<file path="config.mk">
export PLATFORM = sky130hd
export DESIGN_NAME = icsd_top
export DESIGN_NICKNAME = d
export VERILOG_FILES = /design/src/icsd_window_match.sv /design/src/icsd_top.sv
export SDC_FILE = /design/constraint.sdc
export NUM_CORES = 1
export LEC_CHECK = 0
export BUFFER_PORTS_ARGS = -buffer_cell sky130_fd_sc_hd__buf_2
export CAP_MARGIN = 20
export CORE_AREA = 2 2 153 155
export CTS_BUF_LIST = sky130_fd_sc_hd__clkbuf_4
export DETAILED_ROUTE_END_ITERATION = 6
export DIE_AREA = 0 0 155 157
export PLACE_DENSITY_LB_ADDON = 0.05
export SLEW_MARGIN = 20
export SYNTH_ARGS = -nofsm -noshare
export SYNTH_HDL_FRONTEND = slang
export SYNTH_SLANG_ARGS = --single-unit
</file>
<file path="constraint.sdc">
create_clock -name clk_sys_i -period 2.09 [get_ports clk_sys_i]
set_input_delay 0.209 -clock clk_sys_i [delete_from_list [all_inputs] [get_ports clk_sys_i]]
set_output_delay 0.209 -clock clk_sys_i [all_outputs]
set_load 0.1 [all_outputs]
</file>
<file path="src/icsd_window_match.sv">
// icsd_pkg: constants shared by the chip-select decoder block.
// icsd_window_match: one window comparator; purely combinational, and the
// caller registers its output and feeds it already synchronised cycle strobes.
`default_nettype none

package icsd_pkg;
	// configuration port addresses and the function that owns the decoders
	localparam logic [15:0] CFG_ADDR_PORT   = 16'h0CF8;
	localparam logic [15:0] CFG_DATA_PORT   = 16'h0CFC;
	localparam logic [7:0]  CFG_BUS         = 8'h00;
	localparam logic [4:0]  CFG_DEV         = 5'h07;
	localparam logic [2:0]  CFG_FUNC        = 3'h0;
	localparam int          CFG_EN_BIT      = 31;
	localparam logic [31:0] CFG_ADDR_WMASK  = 32'h80FFFFFC;
	localparam logic [31:0] CFG_NO_DEVICE   = 32'hFFFFFFFF;
	// register offsets in configuration space
	localparam logic [7:0]  REG_ZERO_BASE   = 8'h90;
	localparam logic [7:0]  REG_ZERO_MASK   = 8'h94;
	localparam logic [7:0]  REG_ONE_BASE    = 8'h98;
	localparam logic [7:0]  REG_ONE_MASK    = 8'h9C;
	// reset values: fieldbus window at 0xDF000, serial window at 0x220
	localparam logic [31:0] RST_ZERO_BASE   = 32'h000DF001;
	localparam logic [31:0] RST_ZERO_MASK   = 32'h0DFFFFFC;
	localparam logic [31:0] RST_ONE_BASE    = 32'h00000221;
	localparam logic [31:0] RST_ONE_MASK    = 32'h0C00FFF0;
	// field positions
	localparam int          BASE_ON_BIT     = 0;
	localparam int          MASK_RD_BIT     = 27;
	localparam int          MASK_WR_BIT     = 26;
	localparam int          MASK_WIDE_BIT   = 25;
	localparam int          MASK_SPACE_BIT  = 24;
	localparam logic [31:0] MASK_WMASK      = 32'h0FFFFFFE;
	// sub-decode inside the windows
	localparam int          FB_AREA_HI      = 9;
	localparam int          FB_AREA_LO      = 8;
	localparam logic [1:0]  FB_FIRST_REGS   = 2'h0;
	localparam logic [1:0]  FB_FIRST_RST    = 2'h1;
	localparam logic [1:0]  FB_SECOND_REGS  = 2'h2;
	localparam logic [1:0]  FB_SECOND_RST   = 2'h3;
	localparam int          UART_PORT_BIT   = 3;
	// interrupt line numbers and the lines that reach the connector
	localparam int          IRQ_FIRST_FB    = 10;
	localparam int          IRQ_SECOND_FB   = 11;
	localparam int          IRQ_FIRST_UART  = 7;
	localparam int          IRQ_SECOND_UART = 9;
	localparam logic [15:0] CONNECTOR_IRQS  = 16'hDEF8;
	localparam int          NUM_DECODERS    = 2;
endpackage : icsd_pkg

module icsd_window_match
	import icsd_pkg::*;
(
	input  wire logic [31:0] base_i,      // base register
	input  wire logic [31:0] mask_i,      // mask register
	input  wire logic [31:0] addr_i,      // cycle address
	input  wire logic        io_rd_i,     // io read active
	input  wire logic        io_wr_i,     // io write active
	input  wire logic        mem_rd_i,    // memory read active
	input  wire logic        mem_wr_i,    // memory write active
	input  wire logic        wide_i,      // 16-bit cycle
	output logic             hit_o        // window hit
);
	logic        space_mem;
	logic        rd_cyc;
	logic        wr_cyc;
	logic        dir_ok;
	logic        width_ok;
	logic [31:0] cmp_bits;
	logic        addr_ok;

	assign space_mem = mask_i[MASK_SPACE_BIT];
	assign rd_cyc    = space_mem ? mem_rd_i : io_rd_i;
	assign wr_cyc    = space_mem ? mem_wr_i : io_wr_i;
	assign dir_ok    = (rd_cyc & mask_i[MASK_RD_BIT])
	                 | (wr_cyc & mask_i[MASK_WR_BIT]);
	assign width_ok  = (wide_i == mask_i[MASK_WIDE_BIT]);
	// set mask bits are compared; memory maps field to 31..9, io to 15..1
	assign cmp_bits  = space_mem ? {mask_i[23:1], 9'h000}
	                             : {16'h0000, mask_i[15:1], 1'b0};
	assign addr_ok   = (((addr_i ^ base_i) & cmp_bits) == 32'h00000000);
	assign hit_o     = base_i[BASE_ON_BIT] & dir_ok & width_ok & addr_ok;
endmodule : icsd_window_match

`default_nettype wire

</file>
<file path="src/icsd_top.sv">
// icsd_top: two programmable chip-select decoders watching ISA cycles, with
// the board sub-decode for two fieldbus controllers and two isolated uarts,
// and the board interrupt wiring toward the expansion connector.
// Assumes: ISA strobes and addresses arrive asynchronously from pins; the
// configuration port strobes are one-cycle pulses on clk_sys_i.
//
// Notes on behaviour
// - base bit 0 turns a decoder on; while clear its select never asserts.
// - mask bit 27 lets read cycles hit; clear means reads never hit.
// - mask bit 26 lets write cycles hit; clear means writes never hit.
// - mask bit 25 picks 8-bit cycles when 0, 16-bit cycles when 1.
// - mask bit 24 picks io cycles when 0, memory cycles when 1.
// - mask bits 23-1 cover address 31-9 in memory, 15-1 in io.
// - base bits 31-1 hold the origin; io compares only bits 15-1.
// - each fieldbus controller gets 256 register bytes then 256 reset bytes.
// - any 8-bit read or write in a reset area resets that controller.
// - first controller's two areas come first, the second's right after.
// - fieldbus window defaults to 0xDF000, blocks at DF000 through DF300.
// - first fieldbus interrupt drives line 10, second drives line 11.
// - two uarts decode as consecutive 8-byte io blocks, first below second.
// - serial window defaults to io 220; ports at 220-227 and 228-22F.
// - first uart interrupt drives line 7, second drives line 9.
// - request lines 3-7, 9-12, 14-15 go straight to the connector.
// - nmi sources signal through the channel-check line, not a request.
// - registers at bus 0 dev 7 fn 0, offsets 90h, 94h, 98h, 9Ch.
`default_nettype none

module icsd_top
	import icsd_pkg::*;
(
	input  wire logic        clk_sys_i,               // system clock, 250 MHz
	input  wire logic        resetn_i,                // async reset, active low
	// configuration port (same clock)
	input  wire logic [15:0] cfg_io_addr_i,           // io port address
	input  wire logic        cfg_io_wr_i,             // write pulse
	input  wire logic        cfg_io_rd_i,             // read pulse
	input  wire logic [31:0] cfg_io_wdata_i,          // write data
	output logic      [31:0] cfg_io_rdata_o,          // read data
	output logic             cfg_io_rvalid_o,         // read data valid pulse
	// ISA cycle pins (asynchronous)
	input  wire logic [31:0] isa_addr_i,              // cycle address
	input  wire logic        isa_ior_n_i,             // io read, low
	input  wire logic        isa_iow_n_i,             // io write, low
	input  wire logic        isa_memr_n_i,            // memory read, low
	input  wire logic        isa_memw_n_i,            // memory write, low
	input  wire logic        isa_wide_i,              // 16-bit cycle, high
	// selects
	output logic             chip_select_zero_n_o,    // decoder 0 select, low
	output logic             chip_select_one_n_o,     // decoder 1 select, low
	output logic             first_fieldbus_sel_n_o,  // first controller regs, low
	output logic             first_fieldbus_rst_n_o,  // first controller reset, low
	output logic             second_fieldbus_sel_n_o, // second controller regs, low
	output logic             second_fieldbus_rst_n_o, // second controller reset, low
	output logic             first_uart_sel_n_o,      // first uart select, low
	output logic             second_uart_sel_n_o,     // second uart select, low
	// interrupts (asynchronous in)
	input  wire logic        first_fieldbus_irq_i,    // first controller irq, high
	input  wire logic        second_fieldbus_irq_i,   // second controller irq, high
	input  wire logic        first_uart_irq_i,        // first uart irq, high
	input  wire logic        second_uart_irq_i,       // second uart irq, high
	input  wire logic [15:0] soc_irq_i,               // other request sources
	input  wire logic        nmi_src_i,               // nmi source, high
	output logic      [15:0] expansion_irq_o,         // request lines to connector
	output logic             isa_chk_n_o              // channel check, low
);
	localparam int SYNC_W = 58;
	// strobes park high in reset so the first edges after release see an idle bus
	localparam logic [SYNC_W-1:0] SYNC_IDLE = {32'h00000000, 4'hF, 22'h000000};

	// two-flop synchroniser for every pin input
	logic [SYNC_W-1:0] sync_meta;
	logic [SYNC_W-1:0] sync_out;
	logic [SYNC_W-1:0] pin_bus;

	assign pin_bus = {isa_addr_i, isa_ior_n_i, isa_iow_n_i, isa_memr_n_i, isa_memw_n_i,
	                  isa_wide_i, first_fieldbus_irq_i, second_fieldbus_irq_i,
	                  first_uart_irq_i, second_uart_irq_i, soc_irq_i, nmi_src_i};

	always_ff @(posedge clk_sys_i or negedge resetn_i) begin
		if (!resetn_i) begin
			sync_meta <= SYNC_IDLE;
			sync_out  <= SYNC_IDLE;
		end else begin
			sync_meta <= pin_bus;
			sync_out  <= sync_meta;
		end
	end

	logic [31:0] s_addr;
	logic        s_ior_n;
	logic        s_iow_n;
	logic        s_memr_n;
	logic        s_memw_n;
	logic        s_wide;
	logic        s_fb1_irq;
	logic        s_fb2_irq;
	logic        s_uart1_irq;
	logic        s_uart2_irq;
	logic [15:0] s_soc_irq;
	logic        s_nmi;

	assign {s_addr, s_ior_n, s_iow_n, s_memr_n, s_memw_n, s_wide, s_fb1_irq, s_fb2_irq,
	        s_uart1_irq, s_uart2_irq, s_soc_irq, s_nmi} = sync_out;

	// configuration address latch and data window
	logic [31:0] cfg_addr;
	logic [31:0] base_reg [NUM_DECODERS];
	logic [31:0] mask_reg [NUM_DECODERS];

	logic        at_addr_port;
	logic        at_data_port;
	logic        func_match;
	logic        sel_zero_base;
	logic        sel_zero_mask;
	logic        sel_one_base;
	logic        sel_one_mask;
	logic        data_wr;
	logic [31:0] func_rdata;
	logic [31:0] next_rdata;

	assign at_addr_port  = (cfg_io_addr_i == CFG_ADDR_PORT);
	assign at_data_port  = (cfg_io_addr_i == CFG_DATA_PORT);
	assign func_match    = cfg_addr[CFG_EN_BIT]
	                     & (cfg_addr[23:16] == CFG_BUS)
	                     & (cfg_addr[15:11] == CFG_DEV)
	                     & (cfg_addr[10:8] == CFG_FUNC);
	assign sel_zero_base = func_match & (cfg_addr[7:0] == REG_ZERO_BASE);
	assign sel_zero_mask = func_match & (cfg_addr[7:0] == REG_ZERO_MASK);
	assign sel_one_base  = func_match & (cfg_addr[7:0] == REG_ONE_BASE);
	assign sel_one_mask  = func_match & (cfg_addr[7:0] == REG_ONE_MASK);
	assign data_wr       = cfg_io_wr_i & at_data_port;

	// a function that does not match reads all ones, like an empty slot
	assign func_rdata = sel_zero_base ? base_reg[0] :
	                    sel_zero_mask ? mask_reg[0] :
	                    sel_one_base  ? base_reg[1] :
	                    sel_one_mask  ? mask_reg[1] :
	                    func_match    ? 32'h00000000 : CFG_NO_DEVICE;
	assign next_rdata = at_addr_port ? cfg_addr :
	                    at_data_port ? func_rdata : 32'h00000000;

	always_ff @(posedge clk_sys_i or negedge resetn_i) begin
		if (!resetn_i) begin
			cfg_addr <= 32'h00000000;
		end else if (cfg_io_wr_i && at_addr_port) begin
			cfg_addr <= cfg_io_wdata_i & CFG_ADDR_WMASK;
		end
	end

	// one write port per decoder; mask writes drop the reserved bits
	localparam logic [31:0] RST_BASE [NUM_DECODERS] = '{RST_ZERO_BASE, RST_ONE_BASE};
	localparam logic [31:0] RST_MASK [NUM_DECODERS] = '{RST_ZERO_MASK, RST_ONE_MASK};

	logic [NUM_DECODERS-1:0] wr_base;
	logic [NUM_DECODERS-1:0] wr_mask;

	assign wr_base = {data_wr & sel_one_base, data_wr & sel_zero_base};
	assign wr_mask = {data_wr & sel_one_mask, data_wr & sel_zero_mask};

	genvar gi;
	generate
		for (gi = 0; gi < NUM_DECODERS; gi++) begin : g_regs
			logic [31:0] base_q;
			logic [31:0] mask_q;

			always_ff @(posedge clk_sys_i or negedge resetn_i) begin
				if (!resetn_i) begin
					base_q <= RST_BASE[gi];
					mask_q <= RST_MASK[gi];
				end else begin
					if (wr_base[gi]) begin
						base_q <= cfg_io_wdata_i;
					end
					if (wr_mask[gi]) begin
						mask_q <= cfg_io_wdata_i & MASK_WMASK;
					end
				end
			end

			assign base_reg[gi] = base_q;
			assign mask_reg[gi] = mask_q;
		end
	endgenerate

	always_ff @(posedge clk_sys_i or negedge resetn_i) begin
		if (!resetn_i) begin
			cfg_io_rdata_o  <= 32'h00000000;
			cfg_io_rvalid_o <= 1'b0;
		end else begin
			cfg_io_rdata_o  <= cfg_io_rd_i ? next_rdata : 32'h00000000;
			cfg_io_rvalid_o <= cfg_io_rd_i;
		end
	end

	// window comparators, one per decoder
	logic [NUM_DECODERS-1:0] hit;

	generate
		for (gi = 0; gi < NUM_DECODERS; gi++) begin : g_dec
			icsd_window_match u_match (
				.base_i   (base_reg[gi]),
				.mask_i   (mask_reg[gi]),
				.addr_i   (s_addr),
				.io_rd_i  (~s_ior_n),
				.io_wr_i  (~s_iow_n),
				.mem_rd_i (~s_memr_n),
				.mem_wr_i (~s_memw_n),
				.wide_i   (s_wide),
				.hit_o    (hit[gi])
			);
		end
	endgenerate

	// board sub-decode of the two windows
	// raw address bits pick the area, so each window must sit on its own size
	logic [1:0] fb_area;
	logic       next_fb1_sel;
	logic       next_fb1_rst;
	logic       next_fb2_sel;
	logic       next_fb2_rst;
	logic       next_uart1_sel;
	logic       next_uart2_sel;

	assign fb_area        = s_addr[FB_AREA_HI:FB_AREA_LO];
	assign next_fb1_sel   = hit[0] & (fb_area == FB_FIRST_REGS);
	assign next_fb1_rst   = hit[0] & (fb_area == FB_FIRST_RST);
	assign next_fb2_sel   = hit[0] & (fb_area == FB_SECOND_REGS);
	assign next_fb2_rst   = hit[0] & (fb_area == FB_SECOND_RST);
	assign next_uart1_sel = hit[1] & ~s_addr[UART_PORT_BIT];
	assign next_uart2_sel = hit[1] &  s_addr[UART_PORT_BIT];

	always_ff @(posedge clk_sys_i or negedge resetn_i) begin
		if (!resetn_i) begin
			chip_select_zero_n_o    <= 1'b1;
			chip_select_one_n_o     <= 1'b1;
		end else begin
			chip_select_zero_n_o    <= ~hit[0];
			chip_select_one_n_o     <= ~hit[1];
		end
	end

	// a reset-area select is a level that lasts as long as the access does
	always_ff @(posedge clk_sys_i or negedge resetn_i) begin
		if (!resetn_i) begin
			first_fieldbus_sel_n_o  <= 1'b1;
			first_fieldbus_rst_n_o  <= 1'b1;
			second_fieldbus_sel_n_o <= 1'b1;
			second_fieldbus_rst_n_o <= 1'b1;
			first_uart_sel_n_o      <= 1'b1;
			second_uart_sel_n_o     <= 1'b1;
		end else begin
			first_fieldbus_sel_n_o  <= ~next_fb1_sel;
			first_fieldbus_rst_n_o  <= ~next_fb1_rst;
			second_fieldbus_sel_n_o <= ~next_fb2_sel;
			second_fieldbus_rst_n_o <= ~next_fb2_rst;
			first_uart_sel_n_o      <= ~next_uart1_sel;
			second_uart_sel_n_o     <= ~next_uart2_sel;
		end
	end

	// interrupt wiring: board sources merge into fixed lines
	logic [15:0] board_irq;
	logic [15:0] next_irq;

	generate
		for (gi = 0; gi < 16; gi++) begin : g_irq
			if (gi == IRQ_FIRST_FB) begin : g_fb1
				assign board_irq[gi] = s_fb1_irq;
			end else if (gi == IRQ_SECOND_FB) begin : g_fb2
				assign board_irq[gi] = s_fb2_irq;
			end else if (gi == IRQ_FIRST_UART) begin : g_u1
				assign board_irq[gi] = s_uart1_irq;
			end else if (gi == IRQ_SECOND_UART) begin : g_u2
				assign board_irq[gi] = s_uart2_irq;
			end else begin : g_none
				assign board_irq[gi] = 1'b0;
			end
		end
	endgenerate

	assign next_irq = (board_irq | s_soc_irq) & CONNECTOR_IRQS;

	always_ff @(posedge clk_sys_i or negedge resetn_i) begin
		if (!resetn_i) begin
			expansion_irq_o <= 16'h0000;
		end else begin
			expansion_irq_o <= next_irq;
		end
	end

	// nmi sources never take a numbered line; they only pull channel check low
	always_ff @(posedge clk_sys_i or negedge resetn_i) begin
		if (!resetn_i) begin
			isa_chk_n_o <= 1'b1;
		end else begin
			isa_chk_n_o <= ~s_nmi;
		end
	end
endmodule : icsd_top

`default_nettype wire

</file>
==> results by group, run 1 <==
GRT
  – Largest net degree at the start of global routing: 72
  – Final global-route overflow total: 0
  – First-pass GRT wire length: just over 50 mm
  – Gr usage total: 0.277
  – Vias in the first global route: a little over 9k
  – Initial antenna violation count: 1

Worst setup path
  – Crit path DAT: ~2.8 ns
  – Startpoint types: register
  – Worst EP required: 2.65 ns
  – Crit path capture type: register
  – CP Max Fanout: 12
  – Setup CP Type: reg -> reg

STA
  – Final worst slack: -0.149 ns
  – Minimum clock period: between 2 and 2.5 ns
  – Slew headroom: 0.639
  – Slew Limit Fails: 0
  – Fin. Hold Viols: 0
  – Slew at the pin with the worst max-slew slack: 0.541 ns
  – Hold WS: between 0.07 and 0.08 ns
  – Fmax achieved: about 450 MHz
  – Setup TNS: -10.30 ns
  – Final cycle utilization of the critical path: 1.07
  – Final setup viols: ~130
  – RSZ-0062 raised after global routing: true
  – Max Clock Skew: about 0.047 ns

Layout
  – Total Nets Final: 1314
  – Commonest cells after routing, fill and taps aside: 231 x dfrtp_1, 156 x mux2_2, 155 x buf_2, 122 x clkbuf_4, 86 x dlygate4sd3_1
  – Share of cells above drive strength 1: 0.500
  – Synthesis-to-layout area growth: 33.2%
  – Commonest non-fill, non-tap cell in the layout: dfrtp_1
  – Register area: roughly 7500 µm²
  – Multi-input logic area: 4470 µm²
  – Post-layout util: 0.712
  – Filler cells: 1570

Power and ir drop
  – VDD IR max: between 0.8 and 0.9 mV
  – Leak: approximately 7.5 nW
  – Power, Total: 11.7 mW
  – Pwr/cell area: about 730 nW/µm²

Synthesis
  – Syn_area_per_cell: 14.3 µm²
  – Fraction of registers with async set/reset: 1.00
  – Main flop type after synthesis: dfrtp_1
  – Yosys reg bits: about 300
  – Post-Syn Area: 12000 µm²
  – Unique masters post-synth: 56
  – Mapped Cells: roughly 840
  – Post-synthesis sequential area ratio: 0.627
  – Synth warnings: 0
  – Post-synth EDFFs: 0

Hold path
  – Hold WC Path Type: in -> async

Detailed routing
  – DRC viols: 0
  – Avg WL per Cell: roughly 22 µm
  – Length of the first detailed-routing pass in iterations: 5
  – Final ANT Viol Nets: 0
  – Routed WL: around 34 mm
  – Via density: 5.66
  – Via count: about 8.8k
  – DR iter-0 viols: approximately 650

Clock network
  – CTS tree: yes
  – Worst skew pair latency: ~0.70 ns
  – CTS max path bufs: 3
  – H-Tree Level Count: 3
  – CTS Sinks: just under 300
  – Clk slew on worst S/H paths: approximately 0.07 ns
  – CTS Buf Count: 79
  – Root buf cell: clkbuf_4

Floorplanning
  – DIE HEIGHT: 157 µm
  – Rows: 55
  – Die Span X: about 160 µm
  – Starting Density: 0.534
  – Total core area: ~23000 µm²
  – Die area: 24300 µm²
  – Io pins: 168

Run status
  – Status: finished with violations
  – Violated checks: negative setup slack

Place
  – PortBufs: about 160
  – RePlAce Congestion: a little under 0.9
  – Dpl ws: -0.181 ns
  – Post-DP HPWL: ~22 mm

Job
  – Max-cap viol count: 0
==> metal layers <==
metal  global-route usage  up-vias  wire (µm)
li1                     -     3827          -
met1                0.353     4504      14100
met2                0.470      374      16800
met3               0.0531       98       2110
met4                0.113        0       1210
met5                    0        -          0
==> metrics by stage <==
| step | area, µm² | instances |
|---|---|---|
| after floorplan | 12100 | 845 |
| after global placement | 13500 | 1305 |
| after detailed placement | 13500 | 1305 |
| after CTS | 15500 | 1538 |
| after global routing | 16000 | 1555 |
| final | 16000 | 1555 |
==> worst max-delay path, cell delays in order, from the launching register on <==
cell and delay, ns:
dfrtp_1 0.43, buf_4 0.17, nor4bb_4 0.24, nand4_1 0.17, nor4_4 0.26, and4_4 0.34
buf_12 0.16, mux2_2 0.33
==> cell families after synthesis <==
family	after synthesis	synth area share
DFF	298	0.627
muxes	200	0.183
AOI/OAI and AO/OA	124	0.0718
and+or+nand+nor	105	0.0483
xor gates and xnor gates	64	0.0466
buffers and inverters	49	0.0223
other	1	0.000312
==> cells in the mapped netlist (all sizes together) (14+ instances only) <==
cell type | n | area (µm²)
xor2 | 50 | 438
mux2i | 39 | 390
a21oi | 25 | 125
nor2 | 14 | 52.6
clkbuf | 15 | 56.3
buf | 28 | 189
dfstp | 67 | 1760
o2bb2ai | 19 | 166
o21ai | 16 | 80.1
dfrtp | 231 | 5780
a22oi | 22 | 165
mux2 | 161 | 1810
nand2 | 38 | 145
xnor2 | 14 | 123
==> cell type report <==
| type | count | share of cell area |
|---|---|---|
| clock inverters | 24 | 0.00750 |
| repair buffers | 321 | 0.162 |
| well taps | 285 | 0.0223 |
| inverters | 6 | 0.00141 |
| flip-flops and latches | 298 | 0.471 |
| diodes | 1 | 0.000156 |
| multi-input cells | 498 | 0.279 |
| clock buffers | 122 | 0.0572 |
==> path summary, 6_finish.rpt <==
check | from | to | slack (ns) | cells past startpoint
hold / removal | resetn_i | cfg_io_rdata_o[4]$_DFF_PN0_ | 0.07 | 2
min in group clk_sys_i | cfg_io_addr_i[15] | cfg_io_rdata_o[11]$_DFF_PN0_ | 0.11 | 5
hold reg to reg | sync_out[16]$_DFF_PN0_ | expansion_irq_o[15]$_DFF_PN0_ | 0.34 | 0
setup reg to reg | cfg_addr[23]$_DFFE_PN0P_ | g_regs[1].mask_q[24]$_DFFE_PN0P_ | -0.15 | 7
setup / recovery | cfg_addr[23]$_DFFE_PN0P_ | g_regs[1].mask_q[24]$_DFFE_PN0P_ | -0.15 | 7
max in group asynchronous | resetn_i | g_regs[1].mask_q[27]$_DFFE_PN1P_ | 1.20 | 3
==> state kept, by name, indices dropped and copies added, names as in the netlist, 11 cells and up <==
register and count:
expansion_irq_o 11, sync_meta 52, cfg_addr 23, cfg_io_rdata_o 32
g_regs.mask_q 54, g_regs.base_q 64, sync_out 52
==> power breakdown <==
group,internal [mW],switching (mW),total [mW],leakage (nW)
Combinational,0.252,0.414,0.666,3.22
Sequential,5.90,0.0619,5.96,3.67
Clock,2.69,2.41,5.10,0.614
==> timing repair <==
action / CTS / global route
endpoints found under the hold margin: 457 / 0
pin swaps: 2 / 8
cloned: 0 / 11
endpoints found under the setup margin: 95 / 138
hold buffers: 86 / 0
setup buffers: 1 / 5
gates resized for setup: 18 / 59
No activity file was read; power rests on OpenSTA's default activity.
==> run 2: changes to the inputs <==
--- a/config.mk
+++ b/config.mk
@@ -7,12 +7,13 @@
 export LEC_CHECK = 0
 export BUFFER_PORTS_ARGS = -buffer_cell sky130_fd_sc_hd__buf_2
 export CAP_MARGIN = 20
-export CORE_AREA = 2 2 153 155
+export CORE_AREA = 2 2 154 156
 export CTS_BUF_LIST = sky130_fd_sc_hd__clkbuf_4
 export DETAILED_ROUTE_END_ITERATION = 6
-export DIE_AREA = 0 0 155 157
+export DIE_AREA = 0 0 156 158
 export PLACE_DENSITY_LB_ADDON = 0.05
 export SLEW_MARGIN = 20
 export SYNTH_ARGS = -nofsm -noshare
 export SYNTH_HDL_FRONTEND = slang
+export SYNTH_HIERARCHICAL = 1
 export SYNTH_SLANG_ARGS = --single-unit
==> run 2 against run 1 <==
  * The flow still finishes with violations (negative setup slack)
  * Core utilization increased by 6.1 points
  * Wire length increased by 9.1%
  * First-iteration DRC count increased by 3.2%
  * Die area increased by 1.3%
  * Count of clock-buffer cells in the layout decreased by 10
  * Sequential cell count unchanged
  * Setup slack got worse by 0.26 ns
  * Critical endpoint is now g_regs[0].base_q[27]$_DFFE_PN0P_
==> results by group, run 2 <==
Run status
  – Status: finished with violations
  – Violated checks: negative setup slack

Worst setup path
  – Worst reg2reg path startpoint: cfg_addr[12]$_DFFE_PN0P_
  – Crit path capture type: register
  – Beginning of the critical path: cfg_addr[12]$_DFFE_PN0P_
  – Flop-to-flop setup slack: -0.41 ns
  – Startpoint types: register
  – Worst EP required: between 2 and 3 ns
  – Setup CP Type: reg -> reg
  – Reg2Reg Depth: 10
  – Crit path DAT: roughly 3.0 ns
  – CP Max Fanout: 6

Clock network
  – CTS tree: yes
  – Root buf cell: clkbuf_4
  – CTS Buf Count: 76
  – CTS Sinks: between 200 and 300
  – Clk slew on worst S/H paths: 0.06 ns
  – CTS max path bufs: 3
  – Worst skew pair latency: 0.69 ns
  – H-Tree Level Count: 3

Hold path
  – Hold WC Path Type: in -> async

Layout
  – Register area: 7540 µm²
  – Registers with the most flip-flops: g_regs.base_q x64, g_regs.mask_q x54
  – Biggest register: g_regs.base_q
  – Commonest cells after routing, fill and taps aside: 231 x dfrtp_1, 155 x buf_2, 138 x buf_4, 118 x mux2_4, 112 x clkbuf_4
  – Multi-input logic area: 5170 µm²
  – Commonest non-fill, non-tap cell in the layout: dfrtp_1
  – Synthesis-to-layout area growth: 47.0%
  – Filler cells: roughly 1.5k
  – Post-layout util: 0.772
  – Max reg flops: 64
  – Cell area after layout: 17800 µm²
  – Total Nets Final: ~1.5k
  – Share of cells above drive strength 1: 0.548
  – Post-Layout Cell Count: roughly 1.7k

Power and ir drop
  – Power, Total: about 12 mW
  – Internal Power: roughly 8.7 mW
  – Flop pwr share: 0.515
  – VDD IR max: 0.622 mV
  – Proportion of power drawn by the clock network: 0.424
  – P_sw: between 2 and 3 mW
  – Pwr/cell area: between 600 and 700 nW/µm²
  – Leak: 8.37 nW
  – Sw frac: 0.248
  – Comb pwr share: 0.061

STA
  – Fmax achieved: ~400 MHz
  – Max Clock Skew: 0.0388 ns
  – Minimum clock period: ~2.5 ns
  – Slew Limit Fails: 0
  – Final cycle utilization of the critical path: 1.20
  – RSZ-0062 raised after global routing: true
  – Final worst slack: -0.411 ns
  – Fin. Hold Viols: 0
  – Final setup viols: ~150

Place
  – Placed cell area: 14700 µm²
  – PortBufs: 156
  – Dpl ws: -0.487 ns
  – RePlAce Congestion: 0.906
  – Placed cells: approximately 1.4k
  – Post-DP HPWL: about 24 mm

Detailed routing
  – DRC viols: 0
  – Length of the first detailed-routing pass in iterations: 6
  – Avg WL per Cell: around 22 µm
  – Via count: approximately 9.4k
  – Via density: ~5.5
  – DR iter-0 viols: 673
  – Routed WL: ~37 mm
  – Final ANT Viol Nets: 0

GRT
  – Final global-route overflow total: 0
  – Vias in the first global route: roughly 9.8k
  – Largest net degree at the start of global routing: 59
  – First-pass GRT wire length: between 50 and 60 mm
  – Initial antenna violation count: 3
  – Gr usage total: 0.311

Floorplanning
  – DIE HEIGHT: roughly 160 µm
  – Total core area: 23100 µm²
  – Rows: 56
  – Starting Density: 0.525
  – Io pins: ~170
  – Die Span X: between 150 and 200 µm
  – Die area: approximately 25000 µm²

Synthesis
  – Syn_area_per_cell: about 14 µm²
  – Synth warnings: 6
  – Post-Syn Area: 12100 µm²
  – Mapped Cells: about 870

Job
  – Max-cap viol count: 0
-- run 2: cell count changes in the layout (fill, tap and decap cells not counted), sizes merged, moves of 14 or more --
cell / previous run / this run
a221oi: 1 / 16
and3: 2 / 16
buf: 228 / 349
clkbuf: 129 / 112
mux2: 161 / 145
nor2: 14 / 34
o2bb2ai: 19 / 1
-- run 2: worst max-delay path: stages, from the launching register on --
cell and delay [ns]:
dfrtp_1 0.45, nor4bb_2 0.25, buf_4 0.17, nand2_2 0.05, or3_4 0.41, buf_12 0.15
nor3_4 0.17, buf_6 0.14, buf_6 0.11, buf_12 0.13, mux2_4 0.31
-- run 2: area by class of cell --
type,count,share of cell area
timing repair buffer,435,0.207
antenna,1,0.000141
clock buffer,112,0.0472
multi-input combinational,516,0.290
sequential,298,0.423
inverter,16,0.00337
clock inverter,29,0.00794
tap,290,0.0204
-- run 2: routing by layer --
metal,wire [µm],global-route usage
met1,15400,0.414
met2,17700,0.493
met3,2810,0.0684
met4,1460,0.143
met5,0,0
-- run 2: power by group through the flow --
stage	Combinational (mW)	Sequential [mW]	Clock [mW]
3_5_place_dp	0.562	6.05	0
6_report	0.701	5.95	4.89
3_3_place_gp	0.557	6.05	0
2_1_floorplan	0.111	6.13	0
4_1_cts	0.696	5.95	5.03
5_1_grt	0.755	5.95	5.33
-- run 2: timing repair --
item | in CTS | in global routing
gates cloned | 11 | 0
buffers inserted | 30 | 5
resized for setup | 155 | 54
setup endpoints to repair | 158 | 158
pin swaps | 44 | 32
hold buffers | 86 | 0
endpoints found under the hold margin | 449 | 0
-- run 2: path summary, 6_finish.rpt --
kind                                                         end
worst max-delay path            g_regs[0].base_q[27]$_DFFE_PN0P_
worst min-delay path            g_regs[0].base_q[20]$_DFFE_PN0P_
worst max register to register  g_regs[0].base_q[27]$_DFFE_PN0P_
worst min register to register            sync_out[46]$_DFF_PN0_
max in group asynchronous        g_regs[1].base_q[0]$_DFFE_PN1P_
min in group clk_sys_i                   sync_meta[32]$_DFF_PN0_
-- run 2: metrics by stage --
| stage | setup TNS (ns) | hold slack [ns] |
|---|---|---|
| after floorplan | -13.03 | -0.0866 |
| after global placement | -41.05 | 0.183 |
| after detailed placement | -43.45 | 0.178 |
| after CTS | -30.12 | 0.0334 |
| after global routing | -45.77 | 0.0694 |
| final | -41.35 | 0.0730 |
==> run 3: changes to the inputs <==
--- a/config.mk
+++ b/config.mk
@@ -7,13 +7,13 @@
 export LEC_CHECK = 0
 export BUFFER_PORTS_ARGS = -buffer_cell sky130_fd_sc_hd__buf_2
 export CAP_MARGIN = 20
-export CORE_AREA = 2 2 154 156
+export CORE_AREA = 2 2 153 155
 export CTS_BUF_LIST = sky130_fd_sc_hd__clkbuf_4
 export DETAILED_ROUTE_END_ITERATION = 6
-export DIE_AREA = 0 0 156 158
+export DIE_AREA = 0 0 155 157
 export PLACE_DENSITY_LB_ADDON = 0.05
+export SETUP_SLACK_MARGIN = 0.15
 export SLEW_MARGIN = 20
 export SYNTH_ARGS = -nofsm -noshare
 export SYNTH_HDL_FRONTEND = slang
-export SYNTH_HIERARCHICAL = 1
 export SYNTH_SLANG_ARGS = --single-unit
==> run 3 against run 2 <==
  * The flow still finishes with violations (negative setup slack)
  * Die area shrank 1.3%
  * Sequential cell count unchanged
  * Core utilization fell by 4.5 points
  * Maximum frequency increased by 13%
  * Global-route usage shrank 2.6 points
==> results by group, run 3 (synthesized netlist as in run 1, its figures left out) <==
Detailed routing
  – DRC viols: 0
  – Final ANT Viol Nets: 0
  – DR iter-0 viols: between 400 and 500
  – Via density: 5.40
  – Avg WL per Cell: 21.5 µm
  – Length of the first detailed-routing pass in iterations: 6
  – Via count: 8422
  – Routed WL: 33.5 mm

Worst setup path
  – Worst EP required: between 2 and 3 ns
  – Crit path capture type: register
  – Critical-path top delay cell: dfrtp_1
  – Top delay family on crit path: simple AND/OR/NAND/NOR gates
  – Most common cell on crit path: buf_6
  – Critical Path, Cell by Cell: buf_6 > nor4_4 > nand3b_1 > buf_6 > or3_4 > o211ai_1 > buf_6 > a21oi_1
  – Crit path DAT: between 2 and 3 ns
  – Startpoint types: register
  – CP bufs+invs: 3
  – Setup CP Type: reg -> reg
  – Flop-to-flop setup slack: -0.12 ns
  – CP Max Fanout: 13
  – Worst path max stage delay: 0.39 ns

STA
  – Slew headroom: 0.652
  – Slew Limit Fails: 0
  – RSZ-0062 raised after global routing: true
  – Final cycle utilization of the critical path: 1.06
  – Max Clock Skew: ~0.048 ns
  – Fmax achieved: about 450 MHz
  – Minimum clock period: 2.21 ns
  – Slew at the pin with the worst max-slew slack: 0.522 ns
  – Fin. Hold Viols: 0
  – Final setup viols: between 80 and 90
  – Final worst slack: -0.120 ns

GRT
  – Largest net degree at the start of global routing: between 70 and 80
  – Gr usage total: 0.285
  – First-pass GRT wire length: 51.8 mm
  – Vias in the first global route: 9159
  – Final global-route overflow total: 0
  – Initial antenna violation count: 1

Layout
  – Filler cells: about 1.5k
  – Commonest cells after routing, fill and taps aside: 231 x dfrtp_1, 154 x buf_2, 139 x clkbuf_4, 121 x mux2_2, 86 x dlygate4sd3_1
  – Commonest non-fill, non-tap cell in the layout: dfrtp_1
  – Synthesis-to-layout area growth: 36.2%
  – Share of cells above drive strength 1: 0.525
  – Biggest register: g_regs.base_q
  – Max reg flops: 64
  – Total Nets Final: 1319
  – Registers with the most flip-flops: g_regs.base_q x64, g_regs.mask_q x54
  – Post-Layout Cell Count: roughly 1.6k

Floorplanning
  – Rows: 55
  – Die Span X: ~160 µm
  – Die area: approximately 24000 µm²
  – Total core area: ~23000 µm²
  – DIE HEIGHT: between 150 and 200 µm
  – Io pins: around 170
  – Starting Density: 0.534

Run status
  – Status: finished with violations
  – Violated checks: negative setup slack

Place
  – RePlAce Congestion: approximately 0.91
  – Placed cells: 1317
  – Dpl ws: -0.301 ns
  – Post-DP HPWL: 22.0 mm
  – PortBufs: around 160

Clock network
  – Worst skew pair latency: between 0.7 and 0.8 ns
  – CTS Sinks: roughly 300
  – H-Tree Level Count: 3
  – CTS tree: yes
  – CTS max path bufs: 3
  – Clk slew on worst S/H paths: roughly 0.060 ns
  – Root buf cell: clkbuf_4
  – CTS Buf Count: between 70 and 80

Hold path
  – Hold WC Path Type: in -> reg

Power and ir drop
  – Pwr/cell area: 734 nW/µm²
  – Leak: approximately 7.7 nW
  – VDD IR max: around 0.6 mV

Job
  – Max-cap viol count: 0
[run 3: cell count changes in the layout (fill, tap and decap cells not counted), sizes merged, moves of 16 or more]
cell | before | now
buf | 349 | 238
clkbuf | 112 | 140
clkinv | 26 | 6
mux2 | 145 | 161
nor2 | 34 | 14
o2bb2ai | 1 | 19
[run 3: tightest hold or removal path: stages]
cell	delay [ns]
buf_2	0.10
buf_4	0.27
o221ai_4	0.12
a21oi_2	0.06
[run 3: metal layers]
| layer | vias to the layer above | track usage | wire, µm |
|---|---|---|---|
| met4 | 0 | 0.123 | 1020 |
| li1 | 3837 | - | - |
| met3 | 70 | 0.0697 | 2030 |
| met5 | - | 0 | 0 |
| met1 | 4202 | 0.370 | 14300 |
| met2 | 313 | 0.461 | 16100 |
[run 3: path summary, 6_finish.rpt]
path / start / end / depth (start not counted)
setup reg to reg: cfg_addr[20]$_DFFE_PN0P_ / cfg_io_rdata_o[19]$_DFF_PN0_ / 8
setup / recovery: cfg_addr[20]$_DFFE_PN0P_ / cfg_io_rdata_o[19]$_DFF_PN0_ / 8
max in group asynchronous: resetn_i / g_regs[0].base_q[12]$_DFFE_PN1P_ / 3
min in group asynchronous: resetn_i / g_regs[0].mask_q[4]$_DFFE_PN1P_ / 2
hold reg to reg: sync_out[4]$_DFF_PN0_ / expansion_irq_o[3]$_DFF_PN0_ / 0
hold / removal: cfg_io_addr_i[2] / cfg_io_rdata_o[4]$_DFF_PN0_ / 4
[run 3: repair_timing]
| item | 4_1_cts | 5_1_grt |
|---|---|---|
| pin swaps | 6 | 19 |
| gates cloned | 2 | 1 |
| resized for setup | 79 | 57 |
| endpoints found under the hold margin | 454 | 0 |
| hold buffers | 87 | 0 |
| setup buffers | 3 | 3 |
| endpoints found under the setup margin | 142 | 155 |
[run 3: final cells by class]
class	count	area [µm²]	area share
Clock inverter	9	62.6	0.00382
Timing Repair Buffer	326	2590	0.158
Multi-Input combinational cell	498	4770	0.291
Inverter	6	22.5	0.00138
Clock buffer	138	1040	0.0633
Antenna cell	1	2.50	0.000153
Sequential cell	298	7540	0.461
Tap cell	285	357	0.0218
[run 3: stage by stage]
stage	setup TNS, ns	hold WS, ns	utilization	area, µm²	power (mW)
floorplan	0	-0.0866	-	12100	6.26
global placement	-12.91	0.128	0.607	13700	6.59
detailed placement	-16.31	0.131	0.607	13700	6.59
CTS	-0.239	0.0304	0.713	16000	12.2
global route	-12.82	0.0449	0.728	16400	12.6
finish	-3.13	0.111	0.728	16400	12.0
[run 3: power breakdown]
group | internal [mW] | switching, mW | total (mW)
combinational | 0.260 | 0.424 | 0.684
clock | 2.98 | 2.40 | 5.37
sequential | 5.90 | 0.0624 | 5.96
